`src/scpr_defs.vh`:
```
// scpr_defs.vh: constants of the serial configuration memory read block
// assumes inclusion by bare name from the design files
`ifndef SCPR_DEFS_VH
`define SCPR_DEFS_VH

// ----------------------------------------------------------------------------
// geometry and reset values
// ----------------------------------------------------------------------------
`define SCPR_ADDR_W      20
// reset value of every address bit; replicated to the counter width
`define SCPR_ADDR_RST_BIT 1'b0
`define SCPR_FIFO_W      1
`define SCPR_FIFO_DEPTH  8
`define SCPR_FIFO_AW     3
// polarity strap value meaning "reset input active high" (default option)
`define SCPR_POL_ACT_HI  1'b1

`endif

```
`src/scpr_fifo.v`:
```
// scpr_fifo.v: small synchronous FIFO with valid/ready on both sides
// assumes one clock and an asynchronous active-low reset
`timescale 1ns/10ps
`default_nettype none

module scpr_fifo #(
  parameter WIDTH = 1,
  parameter DEPTH = 8,
  parameter AW    = 3
) (
  input  wire             clk,
  input  wire             rst_n,
  input  wire             flush,
  input  wire [WIDTH-1:0] in_data,
  input  wire             in_valid,
  output wire             in_ready,
  output reg  [WIDTH-1:0] out_data,
  output wire             out_valid,
  input  wire             out_ready
);

  // --------------------------------------------------------------------------
  // storage and pointers
  // --------------------------------------------------------------------------
  reg [WIDTH-1:0] mem_q [0:DEPTH-1];
  reg [AW-1:0]    wr_q;
  reg [AW-1:0]    rd_q;
  reg [AW:0]      cnt_q;
  wire            push;
  wire            pop;
  integer         i;

  assign in_ready  = (cnt_q != DEPTH[AW:0]);
  assign out_valid = (cnt_q != {(AW+1){1'b0}});
  assign push      = in_valid & in_ready;
  assign pop       = out_valid & out_ready;

  always @* begin
    out_data = mem_q[rd_q];
  end

  always @(posedge clk or negedge rst_n) begin
    if (!rst_n) begin
      wr_q  <= {AW{1'b0}};
      rd_q  <= {AW{1'b0}};
      cnt_q <= {(AW+1){1'b0}};
      for (i = 0; i < DEPTH; i = i + 1) begin
        mem_q[i] <= {WIDTH{1'b0}};
      end
    end else if (flush) begin
      wr_q  <= {AW{1'b0}};
      rd_q  <= {AW{1'b0}};
      cnt_q <= {(AW+1){1'b0}};
    end else begin
      if (push) begin
        mem_q[wr_q] <= in_data;
        wr_q        <= wr_q + 1'b1;
      end
      if (pop) begin
        rd_q <= rd_q + 1'b1;
      end
      if (push && !pop) begin
        cnt_q <= cnt_q + 1'b1;
      end else if (pop && !push) begin
        cnt_q <= cnt_q - 1'b1;
      end
    end
  end

endmodule

`default_nettype wire

```
`src/scpr_reader.v`:
```
// scpr_reader.v: read side of a cascadable one-time-programmable serial
// configuration memory, clocked by the configuring FPGA's clock.
// assumes REF_CLK is the configuration clock and all inputs are synchronous.
`timescale 1ns/10ps
`default_nettype none
`include "scpr_defs.vh"

module scpr_reader #(
  parameter ADDR_W = `SCPR_ADDR_W,
  parameter DEPTH  = `SCPR_FIFO_DEPTH
) (
  input  wire              REF_CLK,
  input  wire              RSTN,
  input  wire              RST_POLARITY_HIGH,
  input  wire              RESET_OE,
  input  wire              CHAIN_SELECT_N,
  output wire              CASCADE_SELECT_OUT_N,
  output wire              DATA_O,
  output wire              DATA_OE,
  output wire              STANDBY,
  output wire [ADDR_W-1:0] MEM_ADDR,
  output wire              MEM_REQ,
  input  wire              MEM_BIT,
  input  wire              MEM_VALID,
  output wire              MEM_READY
);

  // read sequencer states
  localparam [1:0] ST_READ = 2'h0;
  localparam [1:0] ST_DONE = 2'h1;

  // --------------------------------------------------------------------------
  // control decode
  // --------------------------------------------------------------------------
  reg               pol_q;
  reg               pol_seen_q;
  reg  [ADDR_W-1:0] addr_q;
  reg  [ADDR_W-1:0] addr_d;
  reg               past_q;
  reg               past_d;
  reg  [1:0]        st_q;
  reg  [1:0]        st_d;
  reg               dout_q;
  reg               dout_d;
  reg               dval_q;
  reg               dval_d;
  wire              rst_act;
  wire              sel_act;
  wire              advance;
  wire              at_limit;
  wire              fifo_out_v;
  wire              fifo_bit;
  wire              fifo_pop;
  wire              flush;

  // the strap is caught after reset release, never by the async branch
  always @(posedge REF_CLK or negedge RSTN) begin
    if (!RSTN) begin
      pol_q      <= `SCPR_POL_ACT_HI;
      pol_seen_q <= 1'b0;
    end else if (!pol_seen_q) begin
      pol_q      <= RST_POLARITY_HIGH;
      pol_seen_q <= 1'b1;
    end
  end

  assign rst_act  = pol_seen_q ? (RESET_OE == pol_q) : 1'b1;
  assign sel_act  = ~CHAIN_SELECT_N;
  assign at_limit = (addr_q == {ADDR_W{1'b1}});
  assign advance  = sel_act & ~rst_act & ~past_q & dval_q;
  assign flush    = rst_act;

  // --------------------------------------------------------------------------
  // prefetch of stored bits into the FIFO
  // --------------------------------------------------------------------------
  // the memory array is read ahead so, after the first fetch, a bit is ready on each clock
  // edge unless the array answers only every other cycle; the FIFO absorbs array latency and stalls the fetch when full.
  reg  [ADDR_W-1:0] fetch_q;
  reg               fetch_end_q;
  wire              fifo_in_rdy;

  assign MEM_ADDR  = fetch_q;
  assign MEM_REQ   = ~rst_act & ~fetch_end_q;
  assign MEM_READY = fifo_in_rdy & ~rst_act & ~fetch_end_q;

  always @(posedge REF_CLK or negedge RSTN) begin
    if (!RSTN) begin
      fetch_q     <= {ADDR_W{`SCPR_ADDR_RST_BIT}};
      fetch_end_q <= 1'b0;
    end else if (rst_act) begin
      // every reset restarts the fetch at address zero with the counter
      fetch_q     <= {ADDR_W{`SCPR_ADDR_RST_BIT}};
      fetch_end_q <= 1'b0;
    end else if (MEM_VALID && MEM_READY) begin
      fetch_q <= fetch_q + 1'b1;
      if (fetch_q == {ADDR_W{1'b1}}) begin
        fetch_end_q <= 1'b1;
      end
    end
  end

  scpr_fifo #(
    .WIDTH (`SCPR_FIFO_W),
    .DEPTH (DEPTH),
    .AW    (`SCPR_FIFO_AW)
  ) u_fifo (
    .clk       (REF_CLK),
    .rst_n     (RSTN),
    .flush     (flush),
    .in_data   (MEM_BIT),
    .in_valid  (MEM_VALID & ~rst_act & ~fetch_end_q),
    .in_ready  (fifo_in_rdy),
    .out_data  (fifo_bit),
    .out_valid (fifo_out_v),
    .out_ready (fifo_pop)
  );

  // the output stage takes a new bit when empty or when the current bit is used
  // only while selected, so a deselected output bit stays frozen
  assign fifo_pop = fifo_out_v & ~past_q & sel_act & (~dval_q | advance);

  // --------------------------------------------------------------------------
  // address counter, output stage and cascade sequencer
  // --------------------------------------------------------------------------
  always @* begin
    addr_d = addr_q;
    past_d = past_q;
    st_d   = st_q;
    dout_d = dout_q;
    dval_d = dval_q;
    if (rst_act) begin
      addr_d = {ADDR_W{`SCPR_ADDR_RST_BIT}};
      past_d = 1'b0;
      st_d   = ST_READ;
      dval_d = 1'b0;
    end else begin
      if (advance) begin
        dval_d = 1'b0;
        if (at_limit) begin
          past_d = 1'b1;
        end else begin
          addr_d = addr_q + 1'b1;
        end
      end
      if (fifo_pop) begin
        dout_d = fifo_bit;
        dval_d = 1'b1;
      end
      // without a reset the counter simply stays where it stopped
      case (st_q)
        ST_READ: begin
          if (advance && at_limit) begin
            st_d = ST_DONE;
          end
        end
        ST_DONE: begin
          st_d = ST_DONE;
        end
        default: begin
          st_d = ST_READ;
        end
      endcase
    end
  end

  always @(posedge REF_CLK or negedge RSTN) begin
    if (!RSTN) begin
      addr_q <= {ADDR_W{`SCPR_ADDR_RST_BIT}};
      past_q <= 1'b0;
      st_q   <= ST_READ;
      dout_q <= 1'b0;
      dval_q <= 1'b0;
    end else begin
      addr_q <= addr_d;
      past_q <= past_d;
      st_q   <= st_d;
      dout_q <= dout_d;
      dval_q <= dval_d;
    end
  end

  // --------------------------------------------------------------------------
  // pins
  // --------------------------------------------------------------------------
  // cascade out is combinational from chain select so, after the last bit and outside reset, it tracks it directly
  assign CASCADE_SELECT_OUT_N = ~(sel_act & ~rst_act & past_q);
  assign DATA_O   = dout_q;
  // select low outside reset drives the line until the last bit is out (also when tied low); standby floats it
  assign DATA_OE  = sel_act & ~rst_act & ~past_q;
  assign STANDBY  = ~sel_act;

endmodule

`default_nettype wire

```
`config.mk`:
```
export PLATFORM = sky130hd
export DESIGN_NAME = scpr_reader
export DESIGN_NICKNAME = d
export VERILOG_FILES = /design/src/scpr_fifo.v /design/src/scpr_reader.v
export VERILOG_INCLUDE_DIRS = /design/src
export SDC_FILE = /design/constraint.sdc
export NUM_CORES = 1
export LEC_CHECK = 0
export BUFFER_PORTS_ARGS = -buffer_cell sky130_fd_sc_hd__buf_2
export CAP_MARGIN = 25
export CORE_ASPECT_RATIO = 1.4
export CORE_MARGIN = 5
export CORE_UTILIZATION = 45
export DETAILED_ROUTE_END_ITERATION = 12
export PLACE_DENSITY = 0.66
export SETUP_SLACK_MARGIN = 0.02
export SYNTH_ARGS = -nofsm -noshare
export SYNTH_HDL_FRONTEND = slang
export SYNTH_HIERARCHICAL = 1
export SYNTH_SLANG_ARGS = --single-unit
```
`constraint.sdc`:
```
create_clock -name REF_CLK -period 2.9 [get_ports REF_CLK]
set_input_delay 0.58 -clock REF_CLK [delete_from_list [all_inputs] [get_ports REF_CLK]]
set_output_delay 0.58 -clock REF_CLK [all_outputs]
set_load 0.01 [all_outputs]
```
Yosys cells after proc, flatten, opt, wreduce, memory -nomap -nowiden --
Index checks and enable logic that the tools add are counted.
Word-level totals: bits of input ports 7, bits in registers 64, logic and storage cells 104
Operators by class: multiplexer cells 28, eq/ne operators 5, reductions and logical operators 20, order comparisons 3, bitwise operators 23, add/sub/neg operators 6
Operators with widths (count):
- $mux W20 | 5
- $add A20 B1 Y20 const B | 2
- $eq A20 B20 Y1 const B | 2
- $and A1 B1 Y1 | 14
- $mux W1 | 13
- $mux W3 | 4
- $mux W4 | 3
- $reduce_bool A2 Y1 | 6
- $reduce_and A2 Y1 | 5
- $bwmux W8 | 1
- $ge A4 B4 Y1 const B | 2
- $not A3 Y4 | 2
- $add A3 B1 Y3 const B | 2
- $not A1 Y1 | 6
- $reduce_bool A3 Y1 | 2
- $add A4 B1 Y4 const B | 1
- $logic_and A1 B1 Y1 | 4
- $lt A4 B1 Y1 const B | 1
- $ne A4 B4 Y1 const B | 1
- $reduce_bool A4 Y1 | 1
- $sub A4 B1 Y4 const B | 1
- $bmux W1 S3 | 1
- $demux W1 S3 | 1
- $logic_not A1 Y1 | 2
- 3 further kinds | 3

Depth between registers and ports, before layout --
Gate-level depths: netlist (run 1).
depth in word-level cells 13, depth in mapped cells 12, depth with buffers taken out 11

Hierarchy --
Netlist (run 1), hierarchy kept.
By module, submodules not included:
- scpr_reader | cells an instance 258, area an instance 2431.1 µm², instances 1
- scpr_fifo | cells an instance 102, area an instance 1109.8 µm², instances 1

Least setup slack after synthesis (run 1) --
No wires, ideal clock.
path kind input to register, start point input RESET_OE, end point register u_fifo.cnt_q[3], path slack -0.246 ns, data arrival time 3.010 ns, data required time 2.764 ns, path buffers 1, library setup time 0.136 ns, stages 12, cells stage by stage xnor2_1 > nor2_2 > inv_2 > nor2_1 > and2_1 > clkbuf_1 > nand3_1 > ha_1 > and3_1 > o211ai_1 > mux2i_1 > o211ai_1
Between the ends: cells in the longest elaborated chain, start to end 13, elaborated cells on any way between the ends 19
RTL lines:
- start, declared | line scpr_reader.v:15 | input wire RESET_OE,
- $eq A1 B1 Y1 * | line scpr_reader.v:67 | assign rst_act = pol_seen_q ? (RESET_OE == pol_q) : 1'b1;
- $mux W1 * | line scpr_reader.v:67
- $not A1 Y1 (no source line)
- $and A1 B1 Y1 (3 in series) | line scpr_reader.v:70 | assign advance = sel_act & ~rst_act & ~past_q & dval_q;
- $or A1 B1 Y1 | line scpr_reader.v:120 | assign fifo_pop = fifo_out_v & ~past_q & sel_act & (~dval_q | advance);
- $and A1 B1 Y1 | line scpr_reader.v:120
- $and A1 B1 Y1 | line scpr_fifo.v:36 | assign pop = out_valid & out_ready;
- $logic_not A1 Y1 | line scpr_fifo.v:62 | if (push && !pop) begin
- $logic_and A1 B1 Y1 | line scpr_fifo.v:62
- $mux W4 | line scpr_fifo.v:62
- $mux W4 | line scpr_fifo.v:50 | end else if (flush) begin
- end signal, assigned | line scpr_fifo.v:53 | cnt_q <= {(AW+1){1'b0}};
- end signal, assigned | line scpr_fifo.v:63 | cnt_q <= cnt_q + 1'b1;
- end signal, assigned | line scpr_fifo.v:65 | cnt_q <= cnt_q - 1'b1;
- end, declared | line scpr_fifo.v:28 | reg [AW:0] cnt_q;
Every way passes the cells marked *; elsewhere a longest branch is shown, timed or not. A chain may end at the register's enable or synchronous reset.

Worst setup path after layout (run 1) --
start point register u_fifo.cnt_q[0], end point register u_fifo.cnt_q[3]
Between the ends: cells in the longest elaborated chain, start to end 9, elaborated cells on any way between the ends 17
RTL lines:
- start signal, assigned | line scpr_fifo.v:46 | cnt_q <= {(AW+1){1'b0}};
- start signal, assigned | line scpr_fifo.v:53
- start signal, assigned | line scpr_fifo.v:63
- $reduce_bool A4 Y1 * | line scpr_fifo.v:34 | assign out_valid = (cnt_q != {(AW+1){1'b0}});
- named net fifo_out_v | line scpr_reader.v:51 | wire fifo_out_v;
- $and A1 B1 Y1 * (3 in series) | line scpr_reader.v:120
- named net fifo_pop | line scpr_reader.v:53 | wire fifo_pop;
- $and A1 B1 Y1 * | line scpr_fifo.v:36
- $logic_not A1 Y1 | line scpr_fifo.v:62
- $logic_and A1 B1 Y1 | line scpr_fifo.v:62
- $mux W4 | line scpr_fifo.v:62
- $mux W4 | line scpr_fifo.v:50
Mark *: on every way through the listed nets, which the timed path passes. The rest lies on a longest branch. The select of a mux whose other input is x is not followed.

==> results of run 1 <==
-- area by class of cell --
class	instances	area share, %
flip-flops and latches	64	39.59
repair buffers	38	5.377
multi-input cells	274	45.77
well taps	100	3.090
clock buffers	12	3.832
inverters	8	0.7417
clock inverters	3	1.607
-- synthesized netlist by cell type (5+ instances only) --
cell type / instances
dfrtp_1: 63
or3_1: 8
nor4_1: 5
nand2_1: 37
nor3_1: 10
ha_1: 6
nor2_1: 43
xor2_1: 19
nand4_1: 10
and3_1: 5
o21ai_0: 9
xnor2_1: 14
inv_1: 7
nand3_1: 24
mux2_2: 8
a21oi_1: 15
clkbuf_1: 7
-- kinds of logic (layout without fill, tap and decap cells) --
family                     Yosys count  in the layout  synth area share, %
muxes                               17             17                5.901
and+or+nand+nor                    173            173                26.93
AOI/OAI and AO/OA                   43             43                7.951
adders and majority gates            7              7                2.685
xor gates and xnor gates            33             33                8.163
other                                1              1               0.1059
DFF                                 64             64                45.27
buffers and inverters               22             61                3.004
-- worst max path at each step --
stage,start,endpoint,slack [ns],depth (start not counted)
floorplan,RESET_OE,u_fifo/cnt_q[3]$_DFFE_PN0P_,0.04,12
global placement,RESET_OE,u_fifo/cnt_q[3]$_DFFE_PN0P_,0.24,12
detailed placement,RESET_OE,u_fifo/cnt_q[3]$_DFFE_PN0P_,0.12,12
CTS,u_fifo/cnt_q[0]$_DFFE_PN0P_,u_fifo/cnt_q[3]$_DFFE_PN0P_,0.26,11
global route,u_fifo/cnt_q[0]$_DFFE_PN0P_,u_fifo/cnt_q[3]$_DFFE_PN0P_,0.07,11
finish,u_fifo/cnt_q[0]$_DFFE_PN0P_,u_fifo/cnt_q[3]$_DFFE_PN0P_,0.35,11
-- where the power goes --
group / switching, mW / total, mW / internal [mW]
logic: 0.0946 / 0.148 / 0.0536
clock network: 0.334 / 0.859 / 0.525
registers: 0.0116 / 0.918 / 0.906
-- per-stage QoR --
stage          instances  utilization, %
4_1_cts              499           52.50
6_report             499           52.57
2_1_floorplan        360               -
3_5_place_dp         484           49.64
5_1_grt              499           52.57
3_3_place_gp         484           49.64
-- routing by layer --
metal | track usage, % | wire length [um] | vias to the layer above
met2 | 27.85 | 3752 | 41
li1 | - | - | 1346
met5 | 0 | 0 | -
met4 | 7.392 | 135 | 0
met1 | 22.01 | 3343 | 1318
met3 | 4.086 | 224 | 14
-- sequential cells by signal (all words and copies together) (netlist names) --
signal	cells
u_fifo/mem_q	8
u_fifo/cnt_q	4
past_q	1
DATA_O	1
pol_seen_q	1
u_fifo/wr_q	3
dval_q	1
MEM_ADDR	20
addr_q	20
u_fifo/rd_q	3
pol_q	1
fetch_end_q	1
-- worst max-delay path, delay by kind of cell (launching register included) --
| family | cells | cell delay [ns] |
|---|---|---|
| and+or+nand+nor | 5 | 0.91 |
| DFF | 1 | 0.48 |
| adders and majority gates | 1 | 0.37 |
| AOI/OAI and AO/OA | 4 | 0.47 |
| muxes | 1 | 0.22 |
==> impl_metrics.json, run 1 <==
{
  "hold_violations": 0,
  "grt_max_degree": 35,
  "die_height_um": 115.0,
  "critPathMaxFanout": 8,
  "grt_pass1_vias": 2802,
  "power_mw": 1.925,
  "final_cell_mix": "dfrtp_1, nor2_1, nand2_1",
  "numPortBuffers": 32,
  "worst-endpoint-arrival_ns": 2.77,
  "rows": 38,
  "min_period_over_period_pct": 88.10,
  "fmax_ghz": 0.3914,
  "postCtsResizedCells": 0,
  "slew_headroom_pct": 47.15,
  "cts_tree": "done",
  "crit_top_cell": "o211ai_1",
  "ctsHoldBuffers": 0,
  "synth_top_area_share_pct": 44.52,
  "drt_pre_antenna_iters": 4,
  "dpl_cell_area_sq_um": 3824,
  "avgSynthCellArea_sq_um": 9.836,
  "status": "complete, no violations",
  "numCtsBuffers": 9,
  "synth_top_area_cell": "dfrtp_1",
  "grt_pass1_wl_um": 13430,
  "r2r-end": "u_fifo/cnt_q[3]$_DFFE_PN0P_",
  "coreArea_sq_um": 7702,
  "grt_overflow": 0,
  "syn2layout_area_growth_pct": 14.35,
  "cp.required_ns": 3.12,
  "nFillCells": 743,
  "postCtsSetupBuffers": 0,
  "rsz0062_at_grt": "no",
  "wl_um": 7456,
  "cpMaxStageDelayCell": "dfrtp_1",
  "worstPathCellList": "nor3_2 > nand2b_1 > nand2_1 > a21oi_2 > o41ai_1 > nand3_1 > ha_1 > and3_1 > o211ai_1 > mux2i_1 > o211ai_1",
  "die_area_sq_um": 9768,
  "route.vias.total": 2719,
  "drt_iter0_markers": 90,
  "h-tree-depth": 3,
  "worst_pin_slew_ns": 0.7928,
  "drc": 0,
  "skew_ns": 0.008335,
  "hpwl_um": 5303,
  "syn-num-nets": 374,
  "cts-root-buf": "clkbuf_8",
  "drv_cap": 0,
  "synth_cell_types": 54,
  "place_congestion": 0.8768,
  "gr-usage-all-layers_pct": 17.21,
  "clk_pin_slew_worst_paths_ns": 0.07,
  "setup_violations": 0,
  "synth_async_sr_flop_share_pct": 100.0,
  "dp_worst_setup_slack_ns": 0.1173,
  "fin_ws_ns": 0.3451,
  "vias_per_cell": 5.449,
  "synth_enable_flop_cells": 0,
  "synth_seq_cells": 64,
  "synthTopCellsByArea": "dfrtp_1, xor2_1, nor2_1, nand2_1, xnor2_1",
  "ff_latch_area_sq_um": 1603,
  "slew_viol_final": 0,
  "synthFlopType": "dfrtp_1",
  "ant_nets": 0,
  "yosysSeqAreaShare_pct": 45.27,
  "worstSkewPairLatency_ns": 0.34,
  "ioPinCount": 33,
  "n_antenna_cell": 0,
  "clk_path_buf_depth": 2,
  "whs_ns": 0.3228,
  "mostFrequentLayoutCell": "dfrtp_1",
  "cts_sinks": 64,
  "drive_gt1_share_pct": 20.80,
  "power_density_nw_per_um2": 475.5,
  "chipWidth_um": 84.97,
  "multiInputGateArea_sq_um": 1853,
  "hp-class": "in -> async",
  "period_needed_ns": 2.555,
  "netlist_area_sq_um": 3541,
  "yosysWarnings": 6,
  "peakVddDrop_mv": 0.2817,
  "cpPeakStageDelay_ns": 0.48,
  "finish.instance_area_sq_um": 4049,
  "routedWlPerCell_um": 14.94,
  "r2r_start": "u_fifo/cnt_q[0]$_DFFE_PN0P_",
  "p_leak_nw": 1.751,
  "criticalPathCategory": "reg -> reg",
  "endpoint_kind": "flip-flop",
  "syn_inst": 360,
  "nets": 409,
  "initial_utilization_pct": 45.97,
  "fin_tns_setup_ns": 0,
  "r2r_cells": 11,
  "cp-start-kind": "flip-flop",
  "antenna_found_initial": 0,
  "regToRegSetupSlack_ns": 0.35
}
Note: power is estimated with default switching activity, not from simulation.
==> run 2: changes to the inputs <==
Settings changed: BUFFER_PORTS_ARGS -buffer_cell sky130_fd_sc_hd__buf_2 to unset, DONT_BUFFER_PORTS set to 1, PLACE_DENSITY 0.66 to unset, TNS_END_PERCENT set to 10.
==> run 2 against run 1 <==
Net effect:
- design area decreased by 4.3%
- die area is the same
- count of clock-buffer cells in the layout fell by 3
- clock skew grew 0.0013 ns
- combinational power decreased by 10%
- global-route usage shrank 0.34 points
- sequential share of layout area is 1.8 points higher
- via count fell by 3.6%
- utilization down 2.3 points
- total power is 5.0% lower
- non-clock buffer count is 31 lower
- hold slack worse by 0.26 ns
- critical endpoint unchanged
- highest routed layer unchanged
==> impl_metrics.json, run 2 (synthesized netlist as in run 1, its figures left out) <==
{
  "status": "complete, no violations",
  "ctsHoldBuffers": 1,
  "gr-usage-all-layers_pct": 16.87,
  "slew_headroom_pct": 56.93,
  "r2r-end": "u_fifo/cnt_q[3]$_DFFE_PN0P_",
  "place_congestion": 0.8790,
  "cts-root-buf": "clkbuf_8",
  "grt_overflow": 0,
  "die_height_um": 115.0,
  "postCtsResizedCells": 0,
  "worst-endpoint-arrival_ns": 2.86,
  "n_antenna_cell": 0,
  "p_leak_nw": 1.579,
  "rsz0062_at_grt": "no",
  "drt_iter0_markers": 94,
  "cp-start-kind": "flip-flop",
  "die_area_sq_um": 9768,
  "grt_pass1_wl_um": 13090,
  "power_density_nw_per_um2": 472.0,
  "postCtsSetupBuffers": 0,
  "hp-class": "in -> async",
  "cts_sinks": 64,
  "cp.required_ns": 3.13,
  "clk_pin_slew_worst_paths_ns": 0.08,
  "nets": 378,
  "drv_cap": 0,
  "antenna_found_initial": 0,
  "worst_pin_slew_ns": 0.6461,
  "fin_tns_setup_ns": 0,
  "coreArea_sq_um": 7702,
  "r2r_cells": 11,
  "setup_violations": 0,
  "final_core_util_pct": 50.31,
  "hpwl_um": 5054,
  "drt_pre_antenna_iters": 4,
  "drc": 0,
  "regToRegSetupSlack_ns": 0.26,
  "syn2layout_area_growth_pct": 9.435,
  "h-tree-depth": 3,
  "grt_max_degree": 64,
  "mostFrequentLayoutCell": "dfrtp_1",
  "route.vias.total": 2620,
  "drive_gt1_share_pct": 14.36,
  "chipWidth_um": 84.97,
  "numCtsBuffers": 9,
  "routedWlPerCell_um": 15.88,
  "hold_violations": 0,
  "critPathMaxFanout": 8,
  "min_period_over_period_pct": 90.95,
  "slew_viol_final": 0,
  "grt_pass1_vias": 2730,
  "rows": 38,
  "peakVddDrop_mv": 0.2521,
  "final_cell_mix": "dfrtp_1, nor2_1, nand2_1",
  "power_mw": 1.829,
  "vias_per_cell": 5.586,
  "worstSkewPairLatency_ns": 0.35,
  "r2r_start": "u_fifo/cnt_q[0]$_DFFE_PN0P_",
  "period_needed_ns": 2.638,
  "skew_ns": 0.009663,
  "numPortBuffers": 0,
  "fmax_ghz": 0.3791,
  "ioPinCount": 33,
  "clk_path_buf_depth": 2,
  "wl_um": 7448,
  "criticalPathCategory": "reg -> reg",
  "endpoint_kind": "flip-flop",
  "initial_utilization_pct": 45.97,
  "cts_tree": "done",
  "ant_nets": 0
}
run 2: cell types whose count changed in the layout (fill, tap and decap cells not counted), sizes merged:
| cell | change |
|---|---|
| buf | -31 |
| clkinv | +3 |
| bufinv | -1 |
| clkbuf | -3 |
| clkinvlp | +2 |
run 2: worst max-delay path by stage:
stage | from | endpoint | slack, ns | cells past startpoint
4_1_cts | u_fifo/cnt_q[0]$_DFFE_PN0P_ | u_fifo/cnt_q[3]$_DFFE_PN0P_ | 0.24 | 11
3_5_place_dp | RESET_OE | u_fifo/cnt_q[3]$_DFFE_PN0P_ | 0.21 | 11
2_1_floorplan | RESET_OE | u_fifo/cnt_q[3]$_DFFE_PN0P_ | 0.04 | 12
3_3_place_gp | RESET_OE | u_fifo/cnt_q[3]$_DFFE_PN0P_ | 0.32 | 11
6_report | u_fifo/cnt_q[0]$_DFFE_PN0P_ | u_fifo/cnt_q[3]$_DFFE_PN0P_ | 0.26 | 11
5_1_grt | u_fifo/cnt_q[0]$_DFFE_PN0P_ | u_fifo/cnt_q[3]$_DFFE_PN0P_ | 0.03 | 11
run 2: cell type report:
cell class	count	area (sq um)
fillers	746	3827
multi-input cells	274	1848
flip-flops and latches	64	1603
well taps	100	125.1
clock buffers	9	123.9
clock inverters	7	72.57
repair buffers	7	72.57
inverters	8	30.03
run 2: worst max-delay path, stage by stage (launching register included):
cell and delay (ns):
dfrtp_1 0.47, nor3_1 0.33, nand2b_1 0.09, nand2_1 0.13, a21oi_2 0.05, o41ai_1 0.11, nand3_1 0.23, ha_1 0.36
and3_1 0.21, o211ai_1 0.22, mux2i_1 0.21, o211ai_1 0.10
run 2: where the power goes:
part / internal, mW / leakage (nW) / switching, mW
Clock: 0.396 / 0.0952 / 0.380
Combinational: 0.0488 / 0.598 / 0.0840
Sequential: 0.906 / 0.886 / 0.0139
Total: 1.35 / 1.58 / 0.478
run 2: per-stage QoR:
step | cells | hold WS [ns] | worst slack [ns] | cell area, sq um
after global placement | 452 | 0.2868 | 0.3182 | 3651
after floorplan | 360 | 0.2844 | 0.03887 | 3560
after detailed placement | 452 | 0.2870 | 0.2062 | 3651
final | 469 | 0.06751 | 0.2624 | 3875
after global routing | 469 | 0.04432 | 0.02924 | 3875
after CTS | 469 | 0.05126 | 0.2401 | 3875
run 2: per-layer routing:
| layer | routed length [um] | share of wire [%] | track usage (%) |
|---|---|---|---|
| met3 | 271 | 3.6 | 3.656 |
| met2 | 3793 | 51 | 28.16 |
| met5 | 0 | 0 | 0 |
| met4 | 180 | 2.4 | 8.765 |
| met1 | 3203 | 43 | 20.38 |
